## config.mk

```make
export PLATFORM = sky130hd
export DESIGN_NAME = amss_top
export DESIGN_NICKNAME = d
export VERILOG_FILES = /design/src/design/amss_pkg.sv /design/src/design/amss_stall_if.sv /design/src/design/amss_sync.sv /design/src/design/amss_stall_ctr.sv /design/src/design/amss_top.sv
export SDC_FILE = /design/constraint.sdc
export NUM_CORES = 1
export LEC_CHECK = 0
export BUFFER_PORTS_ARGS = -buffer_cell sky130_fd_sc_hd__buf_2
export CORE_ASPECT_RATIO = 1.5
export CORE_MARGIN = 3
export CORE_UTILIZATION = 40
export DETAILED_ROUTE_END_ITERATION = 6
export PLACE_DENSITY = 0.66
export SLEW_MARGIN = 10
export SYNTH_ARGS = -nofsm -noshare
export SYNTH_HDL_FRONTEND = slang
export SYNTH_SLANG_ARGS = --single-unit
```

## constraint.sdc

```tcl
create_clock -name clk -period 3.78 [get_ports clk]
set_input_delay 0.756 -clock clk [delete_from_list [all_inputs] [get_ports clk]]
set_output_delay 0.756 -clock clk [all_outputs]
set_load 0.05 [all_outputs]
```

## src/design/amss_pkg.sv

```systemverilog
// constants, register map and state codes of the async memory strobe sequencer
// assumes one core clock; all phase counts are in core clock cycles
package amss_pkg;

  // ==========================================================================
  // clock and timing
  localparam int CLK_HZ           = 25_000_000;
  localparam int SYNC_STAGES      = 2;
  localparam int STALL_UNIT_CYC   = 16;
  localparam int STALL_EXIT_CYC   = 4;
  localparam int STALL_DECIDE_CYC = 1;
  localparam int RELEASE_CYC      = STALL_EXIT_CYC - SYNC_STAGES - STALL_DECIDE_CYC;

  // ==========================================================================
  // register offsets (byte addresses)
  localparam logic [7:0] OFS_ASYNC_CFG = 8'h00;
  localparam logic [7:0] OFS_WAIT_CFG  = 8'h04;
  localparam logic [7:0] OFS_STATUS    = 8'h08;
  localparam logic [7:0] OFS_IRQ_STAT  = 8'h0C;
  localparam logic [7:0] OFS_IRQ_MASK  = 8'h10;

  // ==========================================================================
  // field layout of the asynchronous configuration register
  localparam int RS_LSB  = 0;
  localparam int RS_W    = 4;
  localparam int RST_LSB = 4;
  localparam int RST_W   = 6;
  localparam int RH_LSB  = 10;
  localparam int RH_W    = 3;
  localparam int WS_LSB  = 13;
  localparam int WS_W    = 4;
  localparam int WST_LSB = 17;
  localparam int WST_W   = 6;
  localparam int WH_LSB  = 23;
  localparam int WH_W    = 3;
  localparam int TA_LSB  = 26;
  localparam int TA_W    = 2;
  localparam int SS_BIT  = 28;
  localparam int EW_BIT  = 29;
  localparam int CFG_USED_W = 30;
  // wait-cycle configuration and status layout
  localparam int STALL_TIMEOUT_LIMIT_LSB  = 0;
  localparam int STALL_TIMEOUT_LIMIT_W    = 8;
  localparam int STS_BUSY  = 0;
  localparam int STS_TOUT  = 1;
  localparam int STS_EWC_LSB = 8;
  localparam int IRQ_DONE  = 0;
  localparam int IRQ_TOUT  = 1;
  localparam int IRQ_W     = 2;

  // ==========================================================================
  // reset values and response codes
  localparam logic [31:0] ASYNC_CFG_RST = 32'h0000_0000;
  localparam logic [31:0] WAIT_CFG_RST  = 32'h0000_0080;
  localparam logic [1:0]  RESP_OKAY     = 2'h0;
  localparam logic [1:0]  RESP_SLVERR   = 2'h2;

  // ==========================================================================
  // sequencer states
  typedef enum logic [6:0] {
    ST_IDLE    = 7'h01,
    ST_SETUP   = 7'h02,
    ST_STROBE  = 7'h04,
    ST_STALL   = 7'h08,
    ST_RELEASE = 7'h10,
    ST_HOLD    = 7'h20,
    ST_GAP     = 7'h40
  } amss_state_type;

endpackage : amss_pkg

```

## src/design/amss_stall_if.sv

```systemverilog
// bundle between the sequencer and its stall cycle counter
// assumes both ends run on the same core clock
`timescale 1ns/1ps
interface amss_stall_if;
  logic       clear;
  logic       counting;
  logic [7:0] limit;
  logic [7:0] count;
  logic       timed_out;
  modport ctr (input clear, input counting, input limit, output count, output timed_out);
  modport seq (output clear, output counting, output limit, input count, input timed_out);
endinterface : amss_stall_if

```

## src/design/amss_sync.sv

```systemverilog
// two-stage synchroniser for pin inputs
// assumes d changes asynchronously to clk
`timescale 1ns/1ps
module amss_sync #(
  parameter int W = 1
) (
  input  wire logic         clk,
  input  wire logic         srst,
  input  wire logic [W-1:0] d,
  output logic      [W-1:0] q
);
  logic [W-1:0] meta_q;

  always_ff @(posedge clk) begin
    if (srst) begin
      meta_q <= '0;
      q      <= '0;
    end else begin
      meta_q <= d;
      q      <= meta_q;
    end
  end
endmodule : amss_sync

```

## src/design/amss_stall_ctr.sv

```systemverilog
// counts stalled cycles in units of sixteen and flags the timeout limit
// assumes counting is high only while the strobe is stretched
`timescale 1ns/1ps
module amss_stall_ctr
  import amss_pkg::*;
(
  input  wire logic   clk,
  input  wire logic   srst,
  amss_stall_if.ctr   sif
);
  logic [3:0] pre_q;
  logic [7:0] count_q;
  logic [7:0] count_d;

  // next count, so the limit ends the strobe on the cycle that reaches it
  always_comb begin
    count_d = count_q;
    if (sif.counting && pre_q == 4'(STALL_UNIT_CYC - 1) && count_q != 8'hFF) begin
      count_d = count_q + 8'h01;
    end
  end

  always_ff @(posedge clk) begin
    if (srst || sif.clear) begin
      pre_q   <= 4'h0;
      count_q <= 8'h00;
    end else if (sif.counting) begin
      pre_q   <= pre_q + 4'h1;
      count_q <= count_d;
    end
  end

  assign sif.count = count_d;
  assign sif.timed_out = (sif.limit != 8'h00) && (count_d >= sif.limit);
endmodule : amss_stall_ctr

```

## src/design/amss_top.sv

```systemverilog
// async memory strobe sequencer with AXI4-Lite registers and one interrupt
// assumes clk is the core clock; mem_data_in and ext_stall_in are async pins
`timescale 1ns/1ps

module amss_top
  import amss_pkg::*;
(
  input  wire logic        clk,
  input  wire logic        srst,
  input  wire logic [7:0]  s_axi_awaddr,
  input  wire logic        s_axi_awvalid,
  output logic             s_axi_awready,
  input  wire logic [31:0] s_axi_wdata,
  input  wire logic [3:0]  s_axi_wstrb,
  input  wire logic        s_axi_wvalid,
  output logic             s_axi_wready,
  output logic [1:0]       s_axi_bresp,
  output logic             s_axi_bvalid,
  input  wire logic        s_axi_bready,
  input  wire logic [7:0]  s_axi_araddr,
  input  wire logic        s_axi_arvalid,
  output logic             s_axi_arready,
  output logic [31:0]      s_axi_rdata,
  output logic [1:0]       s_axi_rresp,
  output logic             s_axi_rvalid,
  input  wire logic        s_axi_rready,
  input  wire logic        req_valid,
  input  wire logic        req_write,
  input  wire logic [20:0] req_addr,
  input  wire logic [1:0]  req_bank,
  input  wire logic [15:0] req_wdata,
  output logic             req_ready,
  output logic             rsp_valid,
  output logic [15:0]      rsp_rdata,
  output logic             rsp_timeout,
  output logic             irq,
  output logic [20:0]      mem_addr_out,
  output logic [1:0]       mem_bank_out,
  output logic             mem_select_n,
  output logic             mem_read_strobe_n,
  output logic             mem_write_strobe_n,
  output logic [15:0]      mem_data_out,
  output logic             mem_data_oe_n,
  input  wire logic [15:0] mem_data_in,
  input  wire logic        ext_stall_in
);

  // ==========================================================================
  // helpers
  function automatic logic [7:0] phase_load(input logic [7:0] len);
    phase_load = (len == 8'h00) ? 8'h00 : len - 8'h01;
  endfunction : phase_load

  function automatic logic [31:0] apply_strb(input logic [31:0] old_v,
                                             input logic [31:0] new_v,
                                             input logic [3:0]  strb);
    logic [31:0] res;
    res = old_v;
    for (int i = 0; i < 4; i++) begin
      if (strb[i]) begin
        res[i*8 +: 8] = new_v[i*8 +: 8];
      end
    end
    apply_strb = res;
  endfunction : apply_strb

  function automatic logic is_mapped(input logic [7:0] a);
    is_mapped = (a == OFS_ASYNC_CFG) || (a == OFS_WAIT_CFG) || (a == OFS_STATUS) ||
                (a == OFS_IRQ_STAT) || (a == OFS_IRQ_MASK);
  endfunction : is_mapped

  // ==========================================================================
  // declarations
  amss_state_type state_q;
  amss_state_type state_d;
  logic [7:0]     cnt_q;
  logic [7:0]     cnt_d;
  logic           is_wr_q;
  logic           is_wr_d;
  logic           accept;
  logic           done_d;
  logic           tout_d;
  logic           strobe_low_d;
  logic           in_access_d;
  logic           stall_s;
  logic [15:0]    data_s;
  logic [31:0]    cfg_q;
  logic [31:0]    wait_q;
  logic [IRQ_W-1:0] stat_q;
  logic [IRQ_W-1:0] stat_d;
  logic [IRQ_W-1:0] mask_q;
  logic [7:0]     last_ewc_q;
  logic           last_tout_q;
  logic [7:0]     rs_len;
  logic [7:0]     rst_len;
  logic [7:0]     rh_len;
  logic [7:0]     ws_len;
  logic [7:0]     wst_len;
  logic [7:0]     wh_len;
  logic [7:0]     ta_len;
  logic           ss_mode;
  logic           ew_en;
  logic           aw_full_q;
  logic           w_full_q;
  logic [7:0]     aw_addr_q;
  logic [31:0]    wdata_q;
  logic [3:0]     wstrb_q;
  logic           reg_wr;
  logic [31:0]    rd_word;

  amss_stall_if sif ();

  // ==========================================================================
  // pin synchronisers and stall counter
  amss_sync #(.W(1)) u_stall_sync (
    .clk  (clk),
    .srst (srst),
    .d    (ext_stall_in),
    .q    (stall_s)
  );

  amss_sync #(.W(16)) u_data_sync (
    .clk  (clk),
    .srst (srst),
    .d    (mem_data_in),
    .q    (data_s)
  );

  amss_stall_ctr u_stall_ctr (
    .clk  (clk),
    .srst (srst),
    .sif  (sif)
  );

  assign sif.clear    = accept;
  assign sif.counting = (state_q == ST_STALL);
  assign sif.limit    = wait_q[STALL_TIMEOUT_LIMIT_LSB +: STALL_TIMEOUT_LIMIT_W];

  // ==========================================================================
  // configuration fields
  // phase counts from software
  assign rs_len  = 8'(cfg_q[RS_LSB +: RS_W]);
  assign rst_len = 8'(cfg_q[RST_LSB +: RST_W]);
  assign rh_len  = 8'(cfg_q[RH_LSB +: RH_W]);
  assign ws_len  = 8'(cfg_q[WS_LSB +: WS_W]);
  assign wst_len = 8'(cfg_q[WST_LSB +: WST_W]);
  assign wh_len  = 8'(cfg_q[WH_LSB +: WH_W]);
  assign ta_len  = 8'(cfg_q[TA_LSB +: TA_W]);
  assign ss_mode = cfg_q[SS_BIT];
  assign ew_en   = cfg_q[EW_BIT];

  assign accept  = req_valid && req_ready && (state_q == ST_IDLE);
  assign is_wr_d = accept ? req_write : is_wr_q;

  // ==========================================================================
  // phase sequencer
  // setup, strobe, hold, gap order
  always_comb begin
    state_d = state_q;
    cnt_d   = cnt_q - 8'h01;
    done_d  = 1'b0;
    tout_d  = 1'b0;
    case (state_q)
      ST_IDLE: begin
        cnt_d = 8'h00;
        if (accept) begin
          state_d = ST_SETUP;
          cnt_d   = phase_load(req_write ? ws_len : rs_len);
        end
      end
      ST_SETUP: begin
        if (cnt_q == 8'h00) begin
          state_d = ST_STROBE;
          cnt_d   = phase_load(is_wr_q ? wst_len : rst_len);
        end
      end
      ST_STROBE: begin
        if (cnt_q == 8'h00) begin
          if (ew_en && stall_s) begin
            state_d = ST_STALL;
            cnt_d   = 8'h00;
          end else begin
            state_d = ST_HOLD;
            cnt_d   = phase_load(is_wr_q ? wh_len : rh_len);
          end
        end
      end
      ST_STALL: begin
        cnt_d = 8'h00;
        if (sif.timed_out) begin
          state_d = ST_HOLD;
          tout_d  = 1'b1;
          cnt_d   = phase_load(is_wr_q ? wh_len : rh_len);
        end else if (!stall_s) begin
          state_d = ST_RELEASE;
          cnt_d   = 8'(RELEASE_CYC - 1);
        end
      end
      ST_RELEASE: begin
        if (cnt_q == 8'h00) begin
          state_d = ST_HOLD;
          cnt_d   = phase_load(is_wr_q ? wh_len : rh_len);
        end
      end
      ST_HOLD: begin
        if (cnt_q == 8'h00) begin
          done_d = 1'b1;
          if (ta_len != 8'h00) begin
            state_d = ST_GAP;
            cnt_d   = phase_load(ta_len);
          end else begin
            state_d = ST_IDLE;
          end
        end
      end
      ST_GAP: begin
        if (cnt_q == 8'h00) begin
          state_d = ST_IDLE;
        end
      end
      default: begin
        state_d = ST_IDLE;
        cnt_d   = 8'h00;
      end
    endcase
  end

  always_ff @(posedge clk) begin
    if (srst) begin
      state_q <= ST_IDLE;
      cnt_q   <= 8'h00;
      is_wr_q <= 1'b0;
    end else begin
      state_q <= state_d;
      cnt_q   <= cnt_d;
      is_wr_q <= is_wr_d;
    end
  end

  // ==========================================================================
  // memory pins
  assign strobe_low_d = (state_d == ST_STROBE) || (state_d == ST_STALL) ||
                        (state_d == ST_RELEASE);
  assign in_access_d  = strobe_low_d || (state_d == ST_SETUP) || (state_d == ST_HOLD);

  always_ff @(posedge clk) begin
    if (srst) begin
      mem_read_strobe_n  <= 1'b1;
      mem_write_strobe_n <= 1'b1;
      mem_select_n       <= 1'b1;
      mem_data_oe_n      <= 1'b1;
    end else begin
      // strobes low only in strobe, stall and release states
      mem_read_strobe_n  <= !(strobe_low_d && !is_wr_d);
      mem_write_strobe_n <= !(strobe_low_d && is_wr_d);
      mem_select_n       <= !(ss_mode ? strobe_low_d : in_access_d);
      mem_data_oe_n      <= !(in_access_d && is_wr_d);
    end
  end

  // address held from accept past hold
  always_ff @(posedge clk) begin
    if (srst) begin
      mem_addr_out <= 21'h00_0000;
      mem_bank_out <= 2'h0;
      mem_data_out <= 16'h0000;
    end else if (accept) begin
      mem_addr_out <= req_addr;
      mem_bank_out <= req_bank;
      mem_data_out <= req_wdata;
    end
  end

  // ==========================================================================
  // request and response
  always_ff @(posedge clk) begin
    if (srst) begin
      req_ready   <= 1'b0;
      rsp_valid   <= 1'b0;
      rsp_rdata   <= 16'h0000;
      rsp_timeout <= 1'b0;
      last_ewc_q  <= 8'h00;
      last_tout_q <= 1'b0;
    end else begin
      req_ready <= (state_d == ST_IDLE) && !accept;
      rsp_valid <= done_d;
      if (!is_wr_q && state_q != ST_HOLD && state_d == ST_HOLD) begin
        rsp_rdata <= data_s;
      end
      if (state_q != ST_HOLD && state_d == ST_HOLD) begin
        rsp_timeout <= tout_d;
        last_tout_q <= tout_d;
        last_ewc_q  <= sif.count;
      end
    end
  end

  // ==========================================================================
  // AXI4-Lite write channel
  assign reg_wr = aw_full_q && w_full_q && !s_axi_bvalid;

  always_ff @(posedge clk) begin
    if (srst) begin
      s_axi_awready <= 1'b1;
      s_axi_wready  <= 1'b1;
      s_axi_bvalid  <= 1'b0;
      s_axi_bresp   <= RESP_OKAY;
      aw_full_q     <= 1'b0;
      w_full_q      <= 1'b0;
      aw_addr_q     <= 8'h00;
      wdata_q       <= 32'h0000_0000;
      wstrb_q       <= 4'h0;
    end else begin
      if (s_axi_awvalid && s_axi_awready) begin
        aw_full_q     <= 1'b1;
        aw_addr_q     <= s_axi_awaddr;
        s_axi_awready <= 1'b0;
      end
      if (s_axi_wvalid && s_axi_wready) begin
        w_full_q     <= 1'b1;
        wdata_q      <= s_axi_wdata;
        wstrb_q      <= s_axi_wstrb;
        s_axi_wready <= 1'b0;
      end
      if (reg_wr) begin
        s_axi_bvalid <= 1'b1;
        s_axi_bresp  <= is_mapped(aw_addr_q) ? RESP_OKAY : RESP_SLVERR;
        aw_full_q    <= 1'b0;
        w_full_q     <= 1'b0;
      end
      if (s_axi_bvalid && s_axi_bready) begin
        s_axi_bvalid  <= 1'b0;
        s_axi_awready <= 1'b1;
        s_axi_wready  <= 1'b1;
      end
    end
  end

  always_ff @(posedge clk) begin
    if (srst) begin
      cfg_q  <= ASYNC_CFG_RST;
      wait_q <= WAIT_CFG_RST;
      mask_q <= '0;
    end else if (reg_wr) begin
      if (aw_addr_q == OFS_ASYNC_CFG) begin
        cfg_q <= apply_strb(cfg_q, wdata_q, wstrb_q) & 32'((64'h1 << CFG_USED_W) - 64'h1);
      end
      if (aw_addr_q == OFS_WAIT_CFG) begin
        wait_q <= apply_strb(wait_q, wdata_q, wstrb_q) & 32'h0000_00FF;
      end
      if (aw_addr_q == OFS_IRQ_MASK && wstrb_q[0]) begin
        mask_q <= wdata_q[IRQ_W-1:0];
      end
    end
  end

  // ==========================================================================
  // interrupt status, set wins over write-one-to-clear
  always_comb begin
    stat_d = stat_q;
    if (reg_wr && aw_addr_q == OFS_IRQ_STAT && wstrb_q[0]) begin
      stat_d = stat_q & ~wdata_q[IRQ_W-1:0];
    end
    if (done_d) begin
      stat_d[IRQ_DONE] = 1'b1;
    end
    if (tout_d) begin
      stat_d[IRQ_TOUT] = 1'b1;
    end
  end

  always_ff @(posedge clk) begin
    if (srst) begin
      stat_q <= '0;
      irq    <= 1'b0;
    end else begin
      stat_q <= stat_d;
      irq    <= |(stat_d & mask_q);
    end
  end

  // ==========================================================================
  // AXI4-Lite read channel
  always_comb begin
    rd_word = 32'h0000_0000;
    case (s_axi_araddr)
      OFS_ASYNC_CFG: rd_word = cfg_q;
      OFS_WAIT_CFG:  rd_word = wait_q;
      OFS_STATUS: begin
        rd_word[STS_BUSY]                = (state_q != ST_IDLE);
        rd_word[STS_TOUT]                = last_tout_q;
        rd_word[STS_EWC_LSB +: 8]        = last_ewc_q;
      end
      OFS_IRQ_STAT:  rd_word[IRQ_W-1:0] = stat_q;
      OFS_IRQ_MASK:  rd_word[IRQ_W-1:0] = mask_q;
      default:       rd_word = 32'h0000_0000;
    endcase
  end

  always_ff @(posedge clk) begin
    if (srst) begin
      s_axi_arready <= 1'b1;
      s_axi_rvalid  <= 1'b0;
      s_axi_rdata   <= 32'h0000_0000;
      s_axi_rresp   <= RESP_OKAY;
    end else begin
      if (s_axi_arvalid && s_axi_arready) begin
        s_axi_arready <= 1'b0;
        s_axi_rvalid  <= 1'b1;
        s_axi_rdata   <= rd_word;
        s_axi_rresp   <= is_mapped(s_axi_araddr) ? RESP_OKAY : RESP_SLVERR;
      end
      if (s_axi_rvalid && s_axi_rready) begin
        s_axi_rvalid  <= 1'b0;
        s_axi_arready <= 1'b1;
      end
    end
  end

endmodule : amss_top

```

======== Yosys cells after proc, flatten, opt, wreduce, memory -nomap -nowiden ========
Cells that the tools add are included.
storage, ports and cells
  input bits .............................. 117
  output and inout bits ................... 104
  register bits after elaboration ......... 260
  logic and storage cells ................. 184
operators by class
  $lt $le $gt $ge ......................... 1
  reduce and logical (&&, ||, !) cells .... 63
  equality and inequality tests ........... 25
  $add $sub $neg .......................... 7
  muxes and demuxes ....................... 43
  bitwise logic cells ..................... 3
operators with widths
  kind                   count
  $mux W8                13
  $mux W7                9
  $logic_not A8 Y1       7
  $pmux W8 S7            1
  $pmux W7 S7            1
  $eq A8 B4 Y1 const B   4
  $logic_and A1 B1 Y1    23
  $eq A8 B3 Y1 const B   2
  $eq A8 B5 Y1 const B   2
  $pmux W8 S2            1
  $reduce_bool A8 Y1     2
  $reduce_and A3 Y1      5
  $eq A7 B1 Y1 const B   2
  $eq A7 B2 Y1 const B   2
  $eq A7 B3 Y1 const B   2
  $eq A7 B4 Y1 const B   2
  $eq A7 B5 Y1 const B   2
  $eq A7 B6 Y1 const B   2
  $mux W14               1
  $logic_or A1 B1 Y1     13
  $mux W6                2
  $pmux W6 S2            1
  $pmux W2 S5            1
  $add A8 B1 Y8 const B  1
  21 further kinds       41

======== Longest topological paths before layout ========
Gate-level depths: netlist of run 1.
  word-level depth ........................ 15
  gate-level depth with buffers ........... 14
  gate-level depth less buffers ........... 12

======== By module ========
From an unflattened synthesis of run 1, not the netlist that was laid out.
unflattened totals
  cells, all modules ...................... 1,242
  area, all modules ....................... 10,541.4 um^2
modules (own cells, without submodules)
  module                     area an instance (um^2)  times used  cells an instance
  amss_top                   8,762.2                  1           1,078
  amss_stall_ctr             863.3                    1           93
  amss_sync at u_data_sync   863.3                    1           67
  amss_sync at u_stall_sync  52.6                     1           4

======== Least setup slack after synthesis of run 1 ========
Ideal clock, no wire load.
  kind .................................... register to register
  start point ............................. register state_q[4]
  end point ............................... register rsp_rdata[10]
  slack ................................... 104 ps
  period minus slack after synthesis ...... 3,676 ps
  arrival time ............................ 3,604 ps
  path buffers ............................ 3
  library setup time ...................... 72 ps
  cell stages (with the launch flop) ...... 14
  cells stage by stage .................... dfxtp_1 -> buf_2 -> nor4_4 -> nand3_1 -> or4b_1 -> xnor2_1 -> ha_1 -> nand4_1 -> or4_1 -> a21o_1 -> buf_2 -> a21oi_4 -> buf_12 -> mux2i_1
on the way
  cells in the longest elaborated chain, start to end .. 10
  elaborated cells between the ends (all ways) .. 26
RTL lines
  element                            RTL line              RTL
  start: declaration                 amss_top.sv:74        amss_state_type state_q;
  start signal: assignment           amss_top.sv:234       state_q <= state_d;
  $eq A7 B4 Y1                       amss_top.sv:136       assign sif.counting = (state_q == ST_STALL);
  $logic_and A1 B1 Y1 (2 in series)  amss_stall_ctr.sv:18  if (sif.counting && pre_q == 4'(STALL_UNIT_CYC - 1) && count_q != 8'hFF) begin
  $mux W8                            amss_stall_ctr.sv:18
  net sif.count[5]                   amss_stall_if.sv:8    logic [7:0] count;
  $ge A8 B8 Y1                       amss_stall_ctr.sv:34  assign sif.timed_out = (sif.limit != 8'h00) && (count_d >= sif.limit);
  $logic_and A1 B1 Y1                amss_stall_ctr.sv:34
  $mux W7                            amss_top.sv:190       if (sif.timed_out) begin
  $pmux W7 S7                        amss_top.sv:163       case (state_q)
  $eq A7 B6 Y1                       amss_top.sv:287       if (!is_wr_q && state_q != ST_HOLD && state_d == ST_HOLD) begin
  $logic_and A1 B1 Y1                amss_top.sv:287
  end signal: assignment             amss_top.sv:288       rsp_rdata <= data_s;
  end: declaration                   amss_top.sv:34        output logic [15:0] rsp_rdata,
The timed path passes the listed nets, and every way through them passes these cells.
A chain may end at the register's enable or synchronous reset.

======== Worst setup path after layout of run 1 ========
  start point ............................. register state_q[6]
  end point ............................... register mem_data_oe_n
on the way
  cells in the longest elaborated chain, start to end .. 15
  elaborated cells between the ends (all ways) .. 34
RTL lines
  element                                              RTL line              RTL
  $eq A7 B4 Y1 *                                       amss_top.sv:136
  $logic_and A1 B1 Y1 * (2 in series)                  amss_stall_ctr.sv:18
  $mux W8 *                                            amss_stall_ctr.sv:18
  net sif.count[1]                                     amss_stall_if.sv:8
  $ge A8 B8 Y1 *                                       amss_stall_ctr.sv:34
  $logic_and A1 B1 Y1 *                                amss_stall_ctr.sv:34
  $mux W7 *                                            amss_top.sv:190
  $pmux W7 S7 *                                        amss_top.sv:163
  $eq A7 B3 Y1 / $eq A7 B4 Y1 (equally long branches)  amss_top.sv:242       assign strobe_low_d = (state_d == ST_STROBE) || (state_d == ST_STALL) ||
  $logic_or A1 B1 Y1 (2 in series)                     amss_top.sv:242
  $logic_or A1 B1 Y1                                   amss_top.sv:244       assign in_access_d = strobe_low_d || (state_d == ST_SETUP) || (state_d == ST_HOLD);
  $logic_or A1 B1 Y1 *                                 amss_top.sv:244
  $logic_and A1 B1 Y1 *                                amss_top.sv:257       mem_data_oe_n <= !(in_access_d && is_wr_d);
  $logic_not A1 Y1 *                                   amss_top.sv:257
  end signal: assignment                               amss_top.sv:257
  end: declaration                                     amss_top.sv:43        output logic mem_data_oe_n,
Mark *: on every way through the listed nets, which the timed path passes. The rest lies on a longest branch.

==> results.yml, run 1 <==
timing:
  fin_crit_sh_pct: 92.98
  fmax_ghz: 0.2845
  setup_violations: 0
  fin_skew_ns: 0.01756
  drv_slew: 0
  fin_crit_ns: 3.515
  fin_setup_tns_ns: 0
  tightestPinTransition_ns: 1.120
  rsz0062_at_grt: "no"
  finalHoldViolCount: 0
  slew_headroom_pct: 25.16
  fin_ws_ns: 0.2653
yosys:
  synth_seq_cells: 256
  synthFlopType: "dfxtp_1"
  synth.top_cell.area_share_pct: 48.31
  syn_area_per_cell_sq_um: 8.576
  synth.area.top_cells: "dfxtp_1, nand2_1, a21oi_1"
  yosysWarnings: 0
  synth_edf_count: 0
  ys_types: 74
  syn_area_sq_mm: 0.01061
  syn_inst: 1237
  async_flop_share_pct: 0
  synth-seq-area-share_pct: 48.31
  synth_top_area_cell: "dfxtp_1"
die:
  die_h_microns: 205.5
  start_util_pct: 40.89
  core_area_sq_mm: 0.02594
  dieArea_sq_mm: 0.02855
  ios: 221
  placementRows: 72
  die_w_microns: 139.0
place:
  hpwlAfterDp_microns: 20250
  io_buffers: 214
  place_inst: 1737
  finalWeightedCongestion: 0.8960
  post-place-ws_ns: 0.1564
global_routing:
  antenna_found_initial: 0
  grt-ovfl-total: 0
  grt_max_degree: 93
  grt_first_pass_wirelength_microns: 44250
  grt_pass1_vias: 8812
  grt_use_total_pct: 18.60
route:
  wl_per_cell_microns: 15.66
  firstDrtPassIters: 5
  drtIter0Drc: 430
  totalWireLength_microns: 27920
  ant_nets: 0
  via_per_inst: 5.182
  post-route-drc-count: 0
  vias: 9239
final_layout:
  fin_cells: 1783
  multiInputGateArea_sq_mm: 0.005082
  mostFrequentLayoutCell: "dfxtp_1"
  layout.nets: 1564
  layout.cells.most_common_list: "dfxtp_1, nand2_1, buf_2"
  final-seq-area_sq_mm: 0.005125
  syn_to_final_growth_pct: 21.82
  layout-drive-gt1-share_pct: 21.72
  fillers: 2508
  diodes: 0
critical_path:
  r2r_setup_slack_ns: 0.27
  start_kind: "flop"
  reg2regPathDepth: 12
  r2r-end: "mem_data_oe_n"
  arrival_ns: 3.92
  crit_start: "state_q[6]"
  worstSetupEndpointType: "flop"
  r2r-start: "state_q[6]"
  critical_path_required_ns: 4.19
  cp_max_fo: 8
  worstSetupPathType: "reg -> reg"
cts:
  clk_latency_ns: 0.54
  cts_sinks: 256
  clockBufferDepth: 3
  cts.htree.levels: 1
  cts_tree: "built"
  cts_buffers: 25
  clock-root-buffer: "clkbuf_16"
  post-cts-setup-buffers: 0
  cts.clk_slew.worst_paths_ns: 0.07
pwr:
  leakage_nw: 5.212
  power_per_cell_area_mw_per_mm2: 474.2
  p_seq_share_pct: 46.8
  pwr-share-comb_pct: 11.0
  intPower_mw: 4.508
  switching_share_pct: 26.44
  switchingPower_mw: 1.620
  clkPwrFrac_pct: 42.2
  ir_worst_vdd_uv: 337.0
job:
  drv_cap: 0
outcome:
  status: "complete, no violations"
hold_path:
  min_path_type: "in -> reg"
  whs_path_depth: 2
  min_delay_worst_endpoint: "s_axi_wready"
  worstHoldStart: "s_axi_wvalid"
==> final cells by class <==
class,instances,area share (%)
timing repair buffer,247,10.45
multi-input combinational,879,39.33
clock inverter,16,1.413
tap,333,3.224
sequential,256,39.66
clock buffer,30,5.296
inverter,22,0.6390
==> registers in the layout (all words and copies together), names as in the netlist, 4 cells and up <==
signal               count
cfg_q                   30
s_axi_rdata             30
wdata_q                 30
mem_addr_out            21
mem_data_out            16
rsp_rdata               16
u_data_sync.meta_q      16
u_data_sync.q           16
aw_addr_q                8
cnt_q                    8
last_ewc_q               8
u_stall_ctr.count_q      8
wait_q                   8
state_q                  7
u_stall_ctr.pre_q        4
wstrb_q                  4
==> power by group through the flow <==
stage | logic [mW] | registers (mW) | clock network [mW]
global route | 0.737 | 2.88 | 2.75
CTS | 0.682 | 2.87 | 2.66
finish | 0.676 | 2.87 | 2.59
detailed placement | 0.680 | 2.93 | 0
global placement | 0.674 | 2.92 | 0
floorplan | 0.316 | 3.08 | 0
==> stage by stage <==
stage | utilization, % | instance area, sq um | hold slack, ns | power, mW
global route | 49.81 | 12920 | 0.4176 | 6.363
global placement | 46.43 | 12050 | 0.4168 | 3.596
CTS | 49.77 | 12910 | 0.3957 | 6.206
finish | 49.81 | 12920 | 0.4144 | 6.128
detailed placement | 46.43 | 12050 | 0.4220 | 3.605
floorplan | - | 10620 | 0.4138 | 3.395
==> critical path: stages, from the launching register on <==
cell,delay [ns]
dfxtp_1,0.41
nor4_4,0.33
nand3_1,0.17
buf_4,0.19
or2_2,0.29
mux2_2,0.32
ha_1,0.31
a2111oi_2,0.07
or4_4,0.53
a21oi_1,0.21
buf_4,0.16
nor2_1,0.06
a311o_1,0.34
==> what timing repair did <==
item	CTS	global route
gates resized for setup	0	3
hold buffers	0	0
setup endpoints to repair	0	15
==> worst max-delay path by stage <==
stage,end,slack (ns)
2_1_floorplan,rsp_rdata[10],0.10
3_3_place_gp,mem_data_oe_n,0.23
3_5_place_dp,mem_read_strobe_n,0.16
4_1_cts,mem_data_oe_n,0.14
5_1_grt,mem_read_strobe_n,0.04
6_report,mem_data_oe_n,0.27
==> per-layer routing <==
| layer | up-vias | wire length [microns] | track usage, % |
|---|---|---|---|
| met3 | 58 | 1445 | 3.116 |
| met2 | 239 | 14150 | 33.22 |
| li1 | 4654 | - | - |
| met1 | 4288 | 11430 | 22.27 |
| met4 | 0 | 894 | 7.343 |
| met5 | - | 0 | 0 |
==> cells in the mapped netlist, types with 4 or more instances <==
| cell type | number |
|---|---|
| buf_2 | 8 |
| buf_4 | 4 |
| nand3b_1 | 5 |
| nor4b_1 | 4 |
| nor3_1 | 48 |
| mux2_2 | 6 |
| a21o_1 | 7 |
| buf_1 | 6 |
| o21a_1 | 4 |
| mux2i_1 | 43 |
| nand3_1 | 56 |
| a31oi_1 | 7 |
| nor4_1 | 8 |
| a211oi_1 | 5 |
| nor3b_1 | 10 |
| o21ai_0 | 18 |
| clkbuf_1 | 63 |
| ha_1 | 16 |
| nor2_1 | 68 |
| nand2_1 | 219 |
| or3_1 | 7 |
| nand2b_1 | 39 |
| a21oi_1 | 150 |
| inv_1 | 22 |
| and4_1 | 4 |
| or4_1 | 5 |
| xnor2_1 | 10 |
| nand4_1 | 6 |
| a221oi_1 | 16 |
| nor2b_1 | 46 |
| dfxtp_1 | 256 |
| xor2_1 | 13 |
==> kinds of logic (layout without fill, tap and decap cells) <==
group | after synthesis | after routing | share of synthesized area, %
AND/OR/NAND/NOR | 545 | 545 | 25.18
flip-flops | 256 | 256 | 48.31
AO/OA/AOI/OAI | 241 | 241 | 13.61
buffers and inverters | 105 | 315 | 4.175
multiplexers | 50 | 50 | 4.906
XOR/XNOR | 23 | 23 | 1.899
adder cells (fa/ha/maj) | 16 | 16 | 1.887
other | 1 | 4 | 0.03535
Power figures use the tool's default switching activity.
==> inputs of run 2 (changes only) <==
Settings changed: BUFFER_PORTS_ARGS -buffer_cell sky130_fd_sc_hd__buf_2 to unset, DONT_BUFFER_PORTS set to 1, PLACE_DENSITY 0.66 to 0.58.
==> run 2 against run 1 <==
Net effect: cell count is 12% lower; power is 0.57% lower; critical path depth is 1 lower; critical endpoint is now last_ewc_q[0]; largest cell class unchanged.
==> results.yml, run 2 (synthesized netlist as in run 1, its figures left out) <==
outcome:
  status: "complete, no violations"
critical_path:
  r2r-start: "state_q[2]"
  worstSetupEndpointType: "flop"
  crit_start: "state_q[2]"
  worstSetupPathType: "reg -> reg"
  arrival_ns: 4.01
  cp_max_fo: 14
  critical_path_required_ns: 4.22
  reg2regPathDepth: 11
  r2r_setup_slack_ns: 0.21
  start_kind: "flop"
final_layout:
  reg_top3: "cfg_q (30), s_axi_rdata (30), wdata_q (30)"
  diodes: 0
  syn_to_final_growth_pct: 12.07
  layout.cells.most_common_list: "dfxtp_1, nand2_1, a21oi_1"
  layout-drive-gt1-share_pct: 8.158
  fin_util_pct: 45.82
  fillers: 2554
  fin_cells: 1571
  layout.nets: 1353
  mostFrequentLayoutCell: "dfxtp_1"
global_routing:
  grt-ovfl-total: 0
  grt_use_total_pct: 18.14
  grt_max_degree: 248
  grt_pass1_vias: 8031
  grt_first_pass_wirelength_microns: 42720
  antenna_found_initial: 0
cts:
  clockBufferDepth: 3
  cts_tree: "built"
  post-cts-setup-buffers: 0
  clock-root-buffer: "clkbuf_16"
  cts_buffers: 25
  cts.clk_slew.worst_paths_ns: 0.07
  clk_latency_ns: 0.54
  cts.htree.levels: 1
  cts_sinks: 256
  cts.repair.resized: 0
  ctsHoldBuffers: 0
die:
  core_area_sq_mm: 0.02594
  die_h_microns: 205.5
  start_util_pct: 40.89
  die_w_microns: 139.0
  placementRows: 72
  dieArea_sq_mm: 0.02855
  ios: 221
pwr:
  leakage_nw: 4.275
  total_power_mw: 6.093
  ir_worst_vdd_uv: 470.1
  power_per_cell_area_mw_per_mm2: 512.5
place:
  io_buffers: 0
  finalWeightedCongestion: 0.9007
  place_inst: 1526
  hpwlAfterDp_microns: 19130
timing:
  fin_setup_tns_ns: 0
  finalHoldViolCount: 0
  fin_crit_ns: 3.571
  tightestPinTransition_ns: 1.159
  fin_crit_sh_pct: 94.47
  setup_violations: 0
  rsz0062_at_grt: "no"
  drv_slew: 0
  fin_skew_ns: 0.01689
  slew_headroom_pct: 22.53
  fmax_ghz: 0.2800
route:
  drtIter0Drc: 515
  via_per_inst: 5.349
  post-route-drc-count: 0
  firstDrtPassIters: 5
  wl_per_cell_microns: 17.06
  totalWireLength_microns: 26810
  ant_nets: 0
  vias: 8404
hold_path:
  worstHoldStart: "srst"
  whs_path_depth: 1
  min_path_type: "in -> reg"
job:
  drv_cap: 0
==> run 2: changes by cell type in the layout (fill, tap and decap cells not counted) <==
cell	before	now
inv_6	1	3
nor3b_2	0	1
buf_4	31	35
buf_2	213	0
clkinv_2	4	3
clkbuf_1	1	4
buf_6	1	0
bufinv_16	3	5
buf_12	2	1
clkinvlp_4	5	1
nor3b_1	10	9
clkinv_4	3	0
==> run 2: worst paths after layout <==
| kind | end |
|---|---|
| hold / removal | s_axi_rvalid |
| setup reg to reg | last_ewc_q[0] |
| setup / recovery | last_ewc_q[0] |
| hold reg to reg | u_data_sync.q[13] |
==> run 2: power breakdown <==
part           total (mW)  internal, mW  switching, mW
Combinational       0.339         0.126          0.213
Clock                2.70          1.64           1.06
Sequential           3.05          2.80          0.254
Total                6.09          4.57           1.53
==> run 2: layer usage <==
metal	vias to the layer above	GRT usage, %	wire, microns
li1	4232	-	-
met1	3871	22.62	11120
met2	258	30.91	13030
met3	43	4.185	1888
met4	0	6.329	762
met5	-	0	0
==> run 2: final cells by class <==
class	instances	area (sq um)	area share, %
flip-flops and latches	256	5125	43.11
multi-input cells	879	5087	42.79
clock buffers	33	695.7	5.851
well taps	333	416.7	3.505
repair buffers	36	282.8	2.378
clock inverters	12	198.9	1.673
inverters	22	82.58	0.6946
==> run 2: critical path: stages (launching register included) <==
cell and delay (ns):
dfxtp_1 0.39, nor4_4 0.38, nand3_1 0.22, or4b_1 0.56, xnor2_1 0.17, ha_1 0.31, nand4_1 0.11, or4_4 0.57
a21oi_1 0.22, buf_4 0.24, nor3_1 0.07, a211oi_1 0.24
==> run 2: per-stage QoR <==
stage          setup WS [ns]  cell area [sq um]  hold WS [ns]
2_1_floorplan         0.1041              10620        0.4138
3_3_place_gp          0.1899              10980        0.4162
3_5_place_dp          0.1676              10980        0.4237
4_1_cts               0.1473              11870        0.2693
5_1_grt              0.04773              11890        0.2751
6_report              0.2090              11890        0.2830
